--- src/logic/core_state_pkg.sv ---
// Package for the core architectural state block: data-space map, widths,
// program-counter source codes, flag-mode encoding and stack depth.
// Assumes nothing beyond a SystemVerilog-2012 compiler.
`default_nettype none

package core_state_pkg;

  localparam int DATA_W   = 8;
  localparam int PC_W     = 12;
  localparam int STACK_D  = 6;
  localparam int WIN_LOW  = 6;
  localparam int WBASE_W  = 7;
  localparam int ROM_W    = WBASE_W + WIN_LOW;
  localparam int RAM_D    = 60;
  localparam int RAM_AW   = 6;

  localparam logic [7:0] ADDR_INDEX_ONE  = 8'h80;
  localparam logic [7:0] ADDR_INDEX_TWO  = 8'h81;
  localparam logic [7:0] ADDR_SHORT_ONE  = 8'h82;
  localparam logic [7:0] ADDR_SHORT_TWO  = 8'h83;
  localparam logic [7:0] ADDR_ACCUM      = 8'hFF;
  localparam logic [7:0] ADDR_WIN_BASE   = 8'hC9;
  localparam logic [7:0] ADDR_WIN_FIRST  = 8'h40;
  localparam logic [7:0] ADDR_WIN_LAST   = 8'h7F;
  localparam logic [7:0] ADDR_RAM_FIRST  = 8'h00;
  localparam logic [7:0] ADDR_RAM_LAST   = 8'h3B;

  localparam logic [7:0]      REG_RESET   = 8'h00;
  localparam logic [11:0]     PC_RESET    = 12'h000;
  localparam logic [11:0]     PC_ONE      = 12'h001;
  localparam logic [2:0]      DEPTH_ZERO  = 3'h0;
  localparam logic [2:0]      DEPTH_ONE   = 3'h1;
  localparam logic [2:0]      DEPTH_FULL  = 3'h6;

  // Program counter sources
  typedef enum logic [2:0] {
    PC_INC    = 3'h0,
    PC_JUMP   = 3'h1,
    PC_CALL   = 3'h2,
    PC_REL    = 3'h3,
    PC_VECTOR = 3'h4,
    PC_RET    = 3'h5,
    PC_INTERRUPT_RETURN   = 3'h6,
    PC_HOLD   = 3'h7
  } pc_src_t;

  // Flag modes, one-hot
  typedef enum logic [2:0] {
    MODE_NORMAL  = 3'b001,
    MODE_IRQ     = 3'b010,
    MODE_NMI     = 3'b100
  } flag_mode_t;

  typedef struct packed {
    logic carry;
    logic zero;
  } flag_pair_t;

  // Flag update request from the ALU
  typedef struct packed {
    logic carry_we;
    logic carry_val;
    logic zero_we;
    logic zero_val;
  } flag_upd_t;

  // Data-space access from the decoder
  typedef struct packed {
    logic       rd;
    logic       wr;
    logic [7:0] addr;
    logic [7:0] wdata;
  } data_req_t;

endpackage : core_state_pkg

`default_nettype wire

--- src/logic/core_state.sv ---
// Architectural state of the 8-bit core: working registers, program counter,
// banked flags, return stack, data RAM and the read-only ROM window.
// Assumes the decoder/ALU drive one step per clock and ROM answers in the same cycle.
`timescale 1ns/1ps
`default_nettype none

// Function
// - Eight-bit accumulator, also readable and writable at data address FFh.
// - Two pointer registers at data addresses 80h and 81h.
// - Two short-direct registers at data addresses 82h and 83h.
// - Twelve-bit program counter addressing 4096 program bytes.
// - Counter loads target, relative sum, vector, popped value, or increments.
// - Three carry/zero pairs; only the current mode's pair is visible.
// - Interrupt selects irq pair, NMI selects NMI pair, return restores prior.
// - No pair is cleared on a mode switch.
// - Carry follows arithmetic carry, bit test value, feeds rotate left.
// - Zero is set when the latest result is zero.
// - Reset enters NMI mode, using the NMI pair first.
// - Six-entry twelve-bit hardware return stack, no visible pointer.
// - Call or interrupt shifts entries down and pushes the counter.
// - Return loads counter from level one and shifts entries up.
// - More than six nestings keep depth at six, losing the oldest.
// - Return on empty stack keeps depth and continues with next instruction.
// - Data 40h..7Fh is a 64-byte ROM window relocatable in 64-byte steps.
// - Bank switch extends program space beyond the counter's 4K.
// - Data space holds 60 bytes of RAM plus core registers.
// - Eight-bit direct data addresses; no data bank switch register.
// - Window ROM address is base register above six operand bits.
// - Window base is write-only and not cleared by reset.
module core_state #(
  parameter int STACK_DEPTH = core_state_pkg::STACK_D,
  parameter int RAM_WORDS   = core_state_pkg::RAM_D,
  parameter int BANK_W      = 1
) (
  input  wire logic                              sys_clk,         // Core clock
  input  wire logic                              reset_n,         // Synchronous reset, low
  input  wire core_state_pkg::pc_src_t           pc_src,          // Program counter source
  input  wire logic [core_state_pkg::PC_W-1:0]   pc_target,       // Jump/call target or vector
  input  wire logic [core_state_pkg::DATA_W-1:0] rel_offset,      // Signed relative offset
  input  wire logic                              irq_enter,       // Maskable interrupt accepted
  input  wire logic                              nmi_enter,       // Non-maskable accepted
  input  wire core_state_pkg::flag_upd_t         flag_upd,        // Flag writes from ALU
  input  wire logic                              accum_we,        // ALU result to accumulator
  input  wire logic [core_state_pkg::DATA_W-1:0] accum_wdata,     // ALU result
  input  wire core_state_pkg::data_req_t         data_req,        // Data-space access
  input  wire logic [BANK_W-1:0]                 bank_sel,        // Program bank from switch reg
  input  wire logic [core_state_pkg::DATA_W-1:0] rom_rdata,       // ROM byte at rom_addr
  input  wire logic [core_state_pkg::DATA_W-1:0] periph_rdata,    // Peripheral read data
  output logic [core_state_pkg::PC_W-1:0]        program_counter, // Next program byte address
  output logic [BANK_W-1:0]                      prog_bank,       // Program bank for fetch
  output logic [core_state_pkg::ROM_W-1:0]       rom_addr,        // ROM address, fetch or window
  output logic                                   rom_win_sel,     // ROM read is a window read
  output logic [core_state_pkg::DATA_W-1:0]      data_rdata,      // Data-space read result
  output logic                                   periph_sel,      // Access goes to peripherals
  output logic [core_state_pkg::DATA_W-1:0]      accumulator,     // Accumulator contents
  output logic                                   carry_flag,      // Active carry
  output logic                                   zero_flag,       // Active zero
  output core_state_pkg::flag_mode_t             flag_mode,       // Current flag mode
  output logic [2:0]                             stack_depth      // Entries held
);

  logic [7:0]  index_pointer_one;
  logic [7:0]  index_pointer_two;
  logic [7:0]  short_direct_one;
  logic [7:0]  short_direct_two;
  logic [core_state_pkg::WBASE_W-1:0] rom_window_base_reg;
  logic [7:0]  ram [RAM_WORDS];
  logic [core_state_pkg::PC_W-1:0] stack_mem [STACK_DEPTH];
  core_state_pkg::flag_pair_t carry_zero_normal;
  core_state_pkg::flag_pair_t carry_zero_irq;
  core_state_pkg::flag_pair_t carry_zero_nmi;
  core_state_pkg::flag_mode_t saved_mode [STACK_DEPTH];
  core_state_pkg::flag_mode_t next_mode;
  logic [core_state_pkg::PC_W-1:0] next_pc;
  logic        push;
  logic        pop;
  logic        win_hit;
  logic        ram_hit;
  logic        is_return;

  function automatic logic in_range(input logic [7:0] a, input logic [7:0] lo, input logic [7:0] hi);
    in_range = (a >= lo) && (a <= hi);
  endfunction

  function automatic logic data_write(input core_state_pkg::data_req_t r, input logic [7:0] a);
    data_write = r.wr && (r.addr == a);
  endfunction

  assign push      = (pc_src == core_state_pkg::PC_CALL) || irq_enter || nmi_enter;
  assign is_return = (pc_src == core_state_pkg::PC_RET) || (pc_src == core_state_pkg::PC_INTERRUPT_RETURN);
  assign pop       = is_return && (stack_depth != core_state_pkg::DEPTH_ZERO);
  assign win_hit   = in_range(data_req.addr, core_state_pkg::ADDR_WIN_FIRST,
                              core_state_pkg::ADDR_WIN_LAST);
  assign ram_hit   = in_range(data_req.addr, core_state_pkg::ADDR_RAM_FIRST,
                              core_state_pkg::ADDR_RAM_LAST);

  // Program counter source selection
  always_comb begin
    case (pc_src)
      core_state_pkg::PC_JUMP,
      core_state_pkg::PC_CALL,
      core_state_pkg::PC_VECTOR: next_pc = pc_target;
      core_state_pkg::PC_REL:    next_pc = program_counter +
                                   {{(core_state_pkg::PC_W-8){rel_offset[7]}}, rel_offset};
      core_state_pkg::PC_RET,
      core_state_pkg::PC_INTERRUPT_RETURN:   next_pc = pop ? stack_mem[0] : program_counter + core_state_pkg::PC_ONE;
      core_state_pkg::PC_HOLD:   next_pc = program_counter;
      default:                   next_pc = program_counter + core_state_pkg::PC_ONE;
    endcase
    if (irq_enter || nmi_enter) begin
      next_pc = pc_target;
    end
  end

  always_ff @(posedge sys_clk) begin
    if (!reset_n) begin
      program_counter <= core_state_pkg::PC_RESET;
    end else begin
      program_counter <= next_pc;
    end
  end

  // Return stack: push shifts deeper, pop shifts toward the top
  always_ff @(posedge sys_clk) begin
    if (push) begin
      stack_mem[0] <= program_counter;
      saved_mode[0] <= flag_mode;
      for (int i = 1; i < STACK_DEPTH; i++) begin
        stack_mem[i]  <= stack_mem[i-1];
        saved_mode[i] <= saved_mode[i-1];
      end
    end else if (pop) begin
      for (int i = 0; i < STACK_DEPTH-1; i++) begin
        stack_mem[i]  <= stack_mem[i+1];
        saved_mode[i] <= saved_mode[i+1];
      end
    end
  end

  always_ff @(posedge sys_clk) begin
    if (!reset_n) begin
      stack_depth <= core_state_pkg::DEPTH_ZERO;
    end else if (push) begin
      // Push wins over a same-cycle pop, so a full stack must not lose depth here
      if (stack_depth != core_state_pkg::DEPTH_FULL) begin
        stack_depth <= stack_depth + core_state_pkg::DEPTH_ONE;
      end
    end else if (pop) begin
      stack_depth <= stack_depth - core_state_pkg::DEPTH_ONE;
    end
  end

  // Flag mode switching
  always_comb begin
    next_mode = flag_mode;
    if (nmi_enter) begin
      next_mode = core_state_pkg::MODE_NMI;
    end else if (irq_enter) begin
      next_mode = core_state_pkg::MODE_IRQ;
    end else if (pc_src == core_state_pkg::PC_INTERRUPT_RETURN) begin
      next_mode = pop ? saved_mode[0] : core_state_pkg::MODE_NORMAL;
    end
  end

  always_ff @(posedge sys_clk) begin
    if (!reset_n) begin
      flag_mode <= core_state_pkg::MODE_NMI;
    end else begin
      flag_mode <= next_mode;
    end
  end

  // Each pair updates only in its own mode and is never cleared on a switch
  always_ff @(posedge sys_clk) begin
    if (!reset_n) begin
      carry_zero_normal <= '0;
      carry_zero_irq    <= '0;
      carry_zero_nmi    <= '0;
    end else begin
      case (flag_mode)
        core_state_pkg::MODE_NORMAL: begin
          if (flag_upd.carry_we) carry_zero_normal.carry <= flag_upd.carry_val;
          if (flag_upd.zero_we)  carry_zero_normal.zero  <= flag_upd.zero_val;
        end
        core_state_pkg::MODE_IRQ: begin
          if (flag_upd.carry_we) carry_zero_irq.carry <= flag_upd.carry_val;
          if (flag_upd.zero_we)  carry_zero_irq.zero  <= flag_upd.zero_val;
        end
        default: begin
          if (flag_upd.carry_we) carry_zero_nmi.carry <= flag_upd.carry_val;
          if (flag_upd.zero_we)  carry_zero_nmi.zero  <= flag_upd.zero_val;
        end
      endcase
    end
  end

  always_comb begin
    case (flag_mode)
      core_state_pkg::MODE_NORMAL: {carry_flag, zero_flag} = carry_zero_normal;
      core_state_pkg::MODE_IRQ:    {carry_flag, zero_flag} = carry_zero_irq;
      default:                     {carry_flag, zero_flag} = carry_zero_nmi;
    endcase
  end

  // Working registers
  always_ff @(posedge sys_clk) begin
    if (!reset_n) begin
      accumulator <= core_state_pkg::REG_RESET;
    end else if (data_write(data_req, core_state_pkg::ADDR_ACCUM)) begin
      accumulator <= data_req.wdata;
    end else if (accum_we) begin
      accumulator <= accum_wdata;
    end
  end

  always_ff @(posedge sys_clk) begin
    if (!reset_n) begin
      index_pointer_one <= core_state_pkg::REG_RESET;
      index_pointer_two <= core_state_pkg::REG_RESET;
    end else begin
      if (data_write(data_req, core_state_pkg::ADDR_INDEX_ONE)) index_pointer_one <= data_req.wdata;
      if (data_write(data_req, core_state_pkg::ADDR_INDEX_TWO)) index_pointer_two <= data_req.wdata;
    end
  end

  always_ff @(posedge sys_clk) begin
    if (!reset_n) begin
      short_direct_one <= core_state_pkg::REG_RESET;
      short_direct_two <= core_state_pkg::REG_RESET;
    end else begin
      if (data_write(data_req, core_state_pkg::ADDR_SHORT_ONE)) short_direct_one <= data_req.wdata;
      if (data_write(data_req, core_state_pkg::ADDR_SHORT_TWO)) short_direct_two <= data_req.wdata;
    end
  end

  // Window base survives reset
  always_ff @(posedge sys_clk) begin
    if (data_write(data_req, core_state_pkg::ADDR_WIN_BASE)) begin
      rom_window_base_reg <= data_req.wdata[core_state_pkg::WBASE_W-1:0];
    end
  end

  always_ff @(posedge sys_clk) begin
    if (data_req.wr && ram_hit) begin
      ram[data_req.addr[core_state_pkg::RAM_AW-1:0]] <= data_req.wdata;
    end
  end

  always_ff @(posedge sys_clk) begin
    if (!reset_n) begin
      prog_bank <= '0;
    end else begin
      prog_bank <= bank_sel;
    end
  end

  // ROM address: window read or instruction fetch
  always_comb begin
    rom_win_sel = data_req.rd && win_hit;
    if (rom_win_sel) begin
      rom_addr = {rom_window_base_reg, data_req.addr[core_state_pkg::WIN_LOW-1:0]};
    end else begin
      rom_addr = {{(core_state_pkg::ROM_W-core_state_pkg::PC_W){1'b0}}, program_counter};
    end
  end

  // Eight-bit direct decode; the window base reads as zero, not as peripheral space
  always_comb begin
    periph_sel = 1'b0;
    if (data_req.addr == core_state_pkg::ADDR_ACCUM) begin
      data_rdata = accumulator;
    end else if (data_req.addr == core_state_pkg::ADDR_INDEX_ONE) begin
      data_rdata = index_pointer_one;
    end else if (data_req.addr == core_state_pkg::ADDR_INDEX_TWO) begin
      data_rdata = index_pointer_two;
    end else if (data_req.addr == core_state_pkg::ADDR_SHORT_ONE) begin
      data_rdata = short_direct_one;
    end else if (data_req.addr == core_state_pkg::ADDR_SHORT_TWO) begin
      data_rdata = short_direct_two;
    end else if (win_hit) begin
      data_rdata = rom_rdata;
    end else if (ram_hit) begin
      data_rdata = ram[data_req.addr[core_state_pkg::RAM_AW-1:0]];
    end else if (data_req.addr == core_state_pkg::ADDR_WIN_BASE) begin
      data_rdata = core_state_pkg::REG_RESET;
    end else begin
      periph_sel = data_req.rd || data_req.wr;
      data_rdata = periph_rdata;
    end
  end

  // Checks
  a_reset_nmi_mode: assert property (@(posedge sys_clk) !reset_n |=> flag_mode == core_state_pkg::MODE_NMI)
    else $error("mode after reset is not NMI");
  a_pc_increment: assert property (@(posedge sys_clk) disable iff (!reset_n)
    (pc_src == core_state_pkg::PC_INC && !irq_enter && !nmi_enter)
    |=> program_counter == $past(program_counter) + core_state_pkg::PC_ONE)
    else $error("counter did not increment");
  a_pc_jump_load: assert property (@(posedge sys_clk) disable iff (!reset_n)
    (pc_src == core_state_pkg::PC_JUMP) |=> program_counter == $past(pc_target))
    else $error("jump target not loaded");
  a_call_return_pair: assert property (@(posedge sys_clk) disable iff (!reset_n)
    (pc_src == core_state_pkg::PC_CALL && !irq_enter && !nmi_enter) ##1
    (pc_src == core_state_pkg::PC_RET && !push) |=> program_counter == $past(program_counter, 2))
    else $error("return address mismatch");
  a_push_stores_pc: assert property (@(posedge sys_clk) disable iff (!reset_n)
    push |=> stack_mem[0] == $past(program_counter))
    else $error("push did not store counter");
  a_depth_saturate: assert property (@(posedge sys_clk) disable iff (!reset_n)
    stack_depth <= core_state_pkg::DEPTH_FULL)
    else $error("stack depth above six");
  a_full_push_kept: assert property (@(posedge sys_clk) disable iff (!reset_n)
    (push && stack_depth == core_state_pkg::DEPTH_FULL) |=> stack_depth == core_state_pkg::DEPTH_FULL)
    else $error("full stack lost depth on push");
  a_empty_return: assert property (@(posedge sys_clk) disable iff (!reset_n)
    (is_return && stack_depth == core_state_pkg::DEPTH_ZERO && !push)
    |=> stack_depth == core_state_pkg::DEPTH_ZERO
        && program_counter == $past(program_counter) + core_state_pkg::PC_ONE)
    else $error("empty return misbehaved");
  a_irq_mode_switch: assert property (@(posedge sys_clk) disable iff (!reset_n)
    (irq_enter && !nmi_enter) |=> flag_mode == core_state_pkg::MODE_IRQ)
    else $error("irq pair not selected");
  a_nmi_mode_switch: assert property (@(posedge sys_clk) disable iff (!reset_n)
    nmi_enter |=> flag_mode == core_state_pkg::MODE_NMI)
    else $error("nmi pair not selected");
  a_pair_kept: assert property (@(posedge sys_clk) disable iff (!reset_n)
    (flag_mode != core_state_pkg::MODE_NORMAL) |=> carry_zero_normal == $past(carry_zero_normal))
    else $error("normal pair changed outside normal mode");
  a_window_addr: assert property (@(posedge sys_clk) disable iff (!reset_n)
    rom_win_sel |-> rom_addr[core_state_pkg::WIN_LOW-1:0] == data_req.addr[core_state_pkg::WIN_LOW-1:0])
    else $error("window address wrong");
  a_accum_write: assert property (@(posedge sys_clk) disable iff (!reset_n)
    data_write(data_req, core_state_pkg::ADDR_ACCUM) |=> accumulator == $past(data_req.wdata))
    else $error("accumulator write lost");

  c_nested_full: cover property (@(posedge sys_clk) disable iff (!reset_n)
    push && stack_depth == core_state_pkg::DEPTH_FULL);
  c_interrupt_return_normal: cover property (@(posedge sys_clk) disable iff (!reset_n)
    flag_mode == core_state_pkg::MODE_IRQ ##1 flag_mode == core_state_pkg::MODE_NORMAL);
  c_window_read: cover property (@(posedge sys_clk) disable iff (!reset_n) rom_win_sel);
  c_empty_return: cover property (@(posedge sys_clk) disable iff (!reset_n)
    is_return && stack_depth == core_state_pkg::DEPTH_ZERO);

endmodule : core_state

`default_nettype wire

--- config.mk ---
export PLATFORM = sky130hd
export DESIGN_NAME = core_state
export DESIGN_NICKNAME = d
export VERILOG_FILES = /design/src/logic/core_state_pkg.sv /design/src/logic/core_state.sv
export SDC_FILE = /design/constraint.sdc
export NUM_CORES = 1
export LEC_CHECK = 0
export BUFFER_PORTS_ARGS = -buffer_cell sky130_fd_sc_hd__buf_2
export CAP_MARGIN = 20
export CORE_ASPECT_RATIO = 0.9
export CORE_UTILIZATION = 60
export DETAILED_ROUTE_END_ITERATION = 6
export PLACE_DENSITY_LB_ADDON = 0.08
export SYNTH_ARGS = -nofsm -noshare
export SYNTH_HDL_FRONTEND = slang
export SYNTH_SLANG_ARGS = --single-unit
export TNS_END_PERCENT = 5
--- constraint.sdc ---
create_clock -name sys_clk -period 3.72 [get_ports sys_clk]
set_clock_uncertainty 0.15 [all_clocks]
set_input_delay 0.744 -clock sys_clk [delete_from_list [all_inputs] [get_ports sys_clk]]
set_output_delay 0.744 -clock sys_clk [all_outputs]
set_load 0.01 [all_outputs]
# Yosys cells after proc, flatten, opt, wreduce, memory -nomap -nowiden
# Memory sizes are Yosys's and may differ from the RTL's.
# Cells that the tools add are included.
# op_classes
order_cmp,4
mux,47
reduce_logical,32
n_eq_ne,18
bitwise,12
addsub,4
# op_table
cell,count
12-bit 2-to-1 mux,7
8-bit 2-to-1 mux,10
8-bit equality test (second input constant),6
12-bit one-hot mux with 4 select lines,1
3-bit 2-to-1 mux,11
1-bit 2-to-1 mux,15
2-bit AND reduction,7
13-bit 2-to-1 mux,1
12-bit by 1-bit adder with 12-bit output (second input constant),1
12-bit adder,1
3-bit equality test (second input constant),4
1-bit logical AND,11
1-bit OR,10
3-bit by 2-bit equality test with 1-bit output (second input constant),3
8-bit by 1-bit greater-or-equal comparator with 1-bit output (second input constant),1
8-bit by 7-bit greater-or-equal comparator with 1-bit output (second input constant),1
8-bit by 6-bit <= comparator with 1-bit output (second input constant),1
8-bit by 7-bit <= comparator with 1-bit output (second input constant),1
3-bit by 1-bit equality test with 1-bit output (second input constant),2
2-bit nonzero test,3
2-bit OR reduction,3
3-bit OR reduction,2
1-bit logical OR,5
1-bit one-hot mux with 2 select lines,2
7 further kinds,8
# word_totals
ff_bits,72
inputBits,75
ram_bits,570
word_cells,137
out_inout_bits,52
n_memories,3
# memory_table
memory,depth,width,read_ports,rd_ports_with_merged_regs,write_ports,line,source
ram,60,8,1,0,1,core_state.sv:67,logic [7:0] ram [RAM_WORDS];
stack_mem,6,12,6,0,6,core_state.sv:68,logic [core_state_pkg::PC_W-1:0] stack_mem [STACK_DEPTH];
saved_mode,6,3,6,0,6,core_state.sv:72,core_state_pkg::flag_mode_t saved_mode [STACK_DEPTH];

# Depth between registers and ports, before layout
# depth
ltp_word,9
ltp_mapped,11
ltp_nobuf,8

# Least setup slack after synthesis
# Ideal clock, no wire load.
# synth_timing
path_type,input to register
startpoint,input port pc_src[2]
endpoint,memory saved_mode[0][0] (netlist bit) (enable)
n_path_buf,1
slack_ns,0.224
arrival_time_ns,2.911
required_ns,3.135
setup_ns,0.435
stages,4
path_cell_list,clkbuf_1 -> and2_1 -> nand2_1 -> nand2_1
# synth_lines
element,line,source
from (decl),core_state.sv:37,"input wire core_state_pkg::pc_src_t pc_src,"
to (decl),core_state.sv:72,

# Worst setup path in the final report
# layout_timing
startpoint,input port data_req[8] (netlist bit)
endpoint,output port data_rdata[6] (netlist bit)
# layout_via
elab_chain_cells,9
word_cells_on_any_way,21
cone_classes,order compare (4); eq/ne (6); mux (8); reduce/logical (2); memory (1)
# layout_rtl
element,line,source
from (decl),core_state.sv:45,"input wire core_state_pkg::data_req_t data_req,"
"parallel branches: the longest is 8 deep, another holds memory read 60 x 8 bit",-,
8-bit 2-to-1 mux *,core_state.sv:270,if (data_req.addr == core_state_pkg::ADDR_ACCUM) begin
to (decl),core_state.sv:53,"output logic [core_state_pkg::DATA_W-1:0] data_rdata,"
# Mark *: on every way between the ends.

==> results.toml <==
[synth]
ys_warn_count = 0
synth_top_cell_area_share = 0.6321
seq_area_frac_synth = 0.6796
syn_inst = 1701
synthesis.nets = 1790
synth_area_leader_cell = "edfxtp_1"
synth_ff_type = "edfxtp_1"
synth_area_leaders = "edfxtp_1 (63%), mux4_2 (8.7%), dfxtp_1 (4.7%)"
async_reset_ff_frac = 0
syn_avg_cell_area_sq_um = 16.11
synth_cell_types = 78
ys_ff_latch = 642
synth_edf_count = 577
syn_area_sq_um = 27410

[outcome]
status = "complete, but fails checks"
violations = "negative setup slack"

[clocking]
clk-insertion-delay-late_ps = 630
cts.clk_slew.worst_paths_ps = 60
ctsRootBufferMaster = "clkbuf_16"
cts-hold-fix-buffers = 0
cts-buffers-inserted = 61
ctsHtreeMaxLevel = 2
clock_sinks = 642
cts_tree = "yes"
cts_buffer_depth = 3

[pwr]
p_sw_mw = 3.627
power_frac_clock = 0.392
power_switching_share = 0.2250
ir_worst_vdd_mv = 0.5209
pwr-share-comb = 0.094
pwr-share-seq = 0.514
power_density_nw_per_um2 = 489.4
leakage_nw = 11.84
total_power_mw = 16.12
p_int_mw = 12.49

[timing]
clock.fmax_mhz = 266.2
post-route-period-util = 1.010
finalCriticalPeriod_ps = 3756
report.final.slew_viol_count = 0
relSlewSlack = 0.2932
finalSetupViolCount = 3
rsz0062_at_grt = "yes"
worst-slew-pin-transition_ps = 1060
hold_viol_final = 0
timing.final.ws_setup_ps = -36.49
whs_ps = 172.2

[critical_path]
crit_start = "data_req[8]"
crit_fanout = 7
cp_data_arrival_time_ps = 2860
critical_path_class = "in2out"
start_kind = "input port"
cp-end-kind = "output pin"
reg2reg_from = "program_counter[0]"
crit_required_ps = 2830

[global_routing]
busiest_layer = "met1"
grt_use_met2 = 0.4509
grt_remaining_overflow = 0
grt_max_degree = 67
grtUsageTotal = 0.3121
grt_pass1_vias = 16565
antenna_found_initial = 5
met3_usage = 0.06555
grt_util_met1 = 0.4748
grt_pass1_wl_um = 104400

[drt]
wl_per_cell_um = 26.83
drtIter0Drc = 1950
wirelength_um = 72650
firstDrtPassIters = 6
ant_nets = 0
vias_per_cell = 6.362
remaining_drc_errors = 0
vias = 17228

[layout]
instances_no_fill = 2708
syn2layout_area_growth_pct = 20.17
largest_reg_flops = 480
multi_input_area_sq_um = 8462
layout-drive-gt1-share = 0.3441
fin_nets = 2142
fillers = 2859
register_area_sq_um = 18630

[placed_design]
hpwl_um = 48450
place_inst = 2567
gp_congestion = 0.9912
io_buffer_count = 126

[floorplan]
die_area_sq_um = 46540
die_w_um = 227.3
fp.coreArea_sq_um = 44570
ios = 127
die_h_um = 204.8
rows = 73
initial_core_util = 0.6150

[job]
drv_cap = 0

[hold_path]
hold_path.class = "in2reg"
hp-start = "bank_sel"
cell families (layout without fill, tap and decap cells):
logic type,Yosys count,after routing,share of synthesized area
fa+ha+maj,20,20,0.009130
simple gates,376,376,0.06432
compound gates,263,263,0.06742
mux,272,272,0.1534
flops,642,642,0.6796
xor+xnor,19,19,0.006071
buf+inv,109,512,0.02004
other cells,0,4,0
metal layers:
metal | up-vias | routed length, um
met5 | - | 0
met2 | 916 | 32420
met1 | 8718 | 30390
met4 | 0 | 2191
li1 | 7458 | -
met3 | 136 | 7647
area by class of cell:
cell class | instances | share of cell area
repair buffers | 382 | 0.09041
clock inverters | 35 | 0.01227
multi-input cells | 950 | 0.2569
well taps | 600 | 0.02279
diodes | 4 | 0.0003039
clock buffers | 79 | 0.04995
flip-flops and latches | 642 | 0.5655
inverters | 16 | 0.001823
power by group through the flow:
| stage | Combinational [mW] | Clock, mW | Sequential, mW |
|---|---|---|---|
| after CTS | 1.44 | 6.40 | 8.28 |
| final | 1.51 | 6.32 | 8.28 |
| after detailed placement | 1.40 | 0 | 8.43 |
| after global placement | 1.38 | 0 | 8.42 |
| after floorplan | 0.783 | 0 | 8.38 |
| after global routing | 1.60 | 6.65 | 8.30 |
placed cells by master, fill, tap and decap left out, drive strengths merged, types with 5 or more instances in the layout:
cell,synthesis,final
edfxtp,577,577
buf,58,379
nand2,124,124
mux4,109,109
nor2,102,102
mux2,86,86
clkbuf,35,82
mux2i,77,77
dfxtp,65,65
o21ai,48,48
a21oi,38,38
a22oi,32,32
nor2b,31,31
nand3,29,29
a21boi,24,24
nor3,23,23
clkinv,0,22
inv,16,19
a221oi,15,15
a21o,12,12
nand4,12,12
xnor2,12,12
ha,12,12
and3,10,10
o22ai,10,10
and2,10,10
a211oi,10,10
o211ai,9,9
o211a,9,9
a22o,8,8
bufinv,0,8
a31oi,8,8
xor2,7,7
nor3b,7,7
or3,7,7
maj3,6,6
nand2b,5,5
o21a,5,5
path summary, 6_finish.rpt:
check | to | slack (ps) | cells past startpoint
setup / recovery | data_rdata[6] | -40 | 10
hold / removal | prog_bank | 170 | 2
setup reg to reg | program_counter[10] | 940 | 8
hold reg to reg | stack_mem[5][7] | 300 | 0
Yosys cell counts (10+ instances only):
cell / number
a211oi_1: 10
a21boi_0: 24
a21o_1: 12
a21oi_1: 38
a221oi_1: 15
a22oi_1: 31
and3_1: 10
buf_2: 32
buf_4: 14
clkbuf_1: 34
dfxtp_1: 65
edfxtp_1: 577
ha_1: 12
inv_1: 15
mux2_2: 86
mux2i_1: 77
mux4_2: 106
nand2_1: 124
nand3_1: 29
nand4_1: 12
nor2_1: 101
nor2b_1: 31
nor3_1: 22
o21ai_0: 45
o22ai_1: 10
xnor2_1: 12
through the flow:
stage | setup slack, ps | setup TNS [ps] | cell area (sq um) | util
finish | -36.49 | -85.75 | 32940 | 0.7390
detailed placement | -266.1 | -1523 | 30300 | 0.6799
floorplan | 224.3 | 0 | 27410 | -
global placement | -231.7 | -1103 | 30300 | 0.6799
global route | -51.28 | -314.5 | 32930 | 0.7389
CTS | -75.06 | -242.3 | 32520 | 0.7296
critical path, stage by stage:
cell,delay [ps]
buf_12,110
buf_12,130
buf_12,130
mux4_2,490
mux2i_1,200
nor2_1,90
a221oi_2,280
a21oi_1,120
or3_4,420
buf_6,140
what timing repair did:
item | 4_1_cts | 5_1_grt
gates resized for setup | 33 | 44
endpoints found under the setup margin | 8 | 8
setup buffers | 4 | 15
cloned | 0 | 3
pin swaps | 2 | 14
No activity file was read; power rests on OpenSTA's default activity.
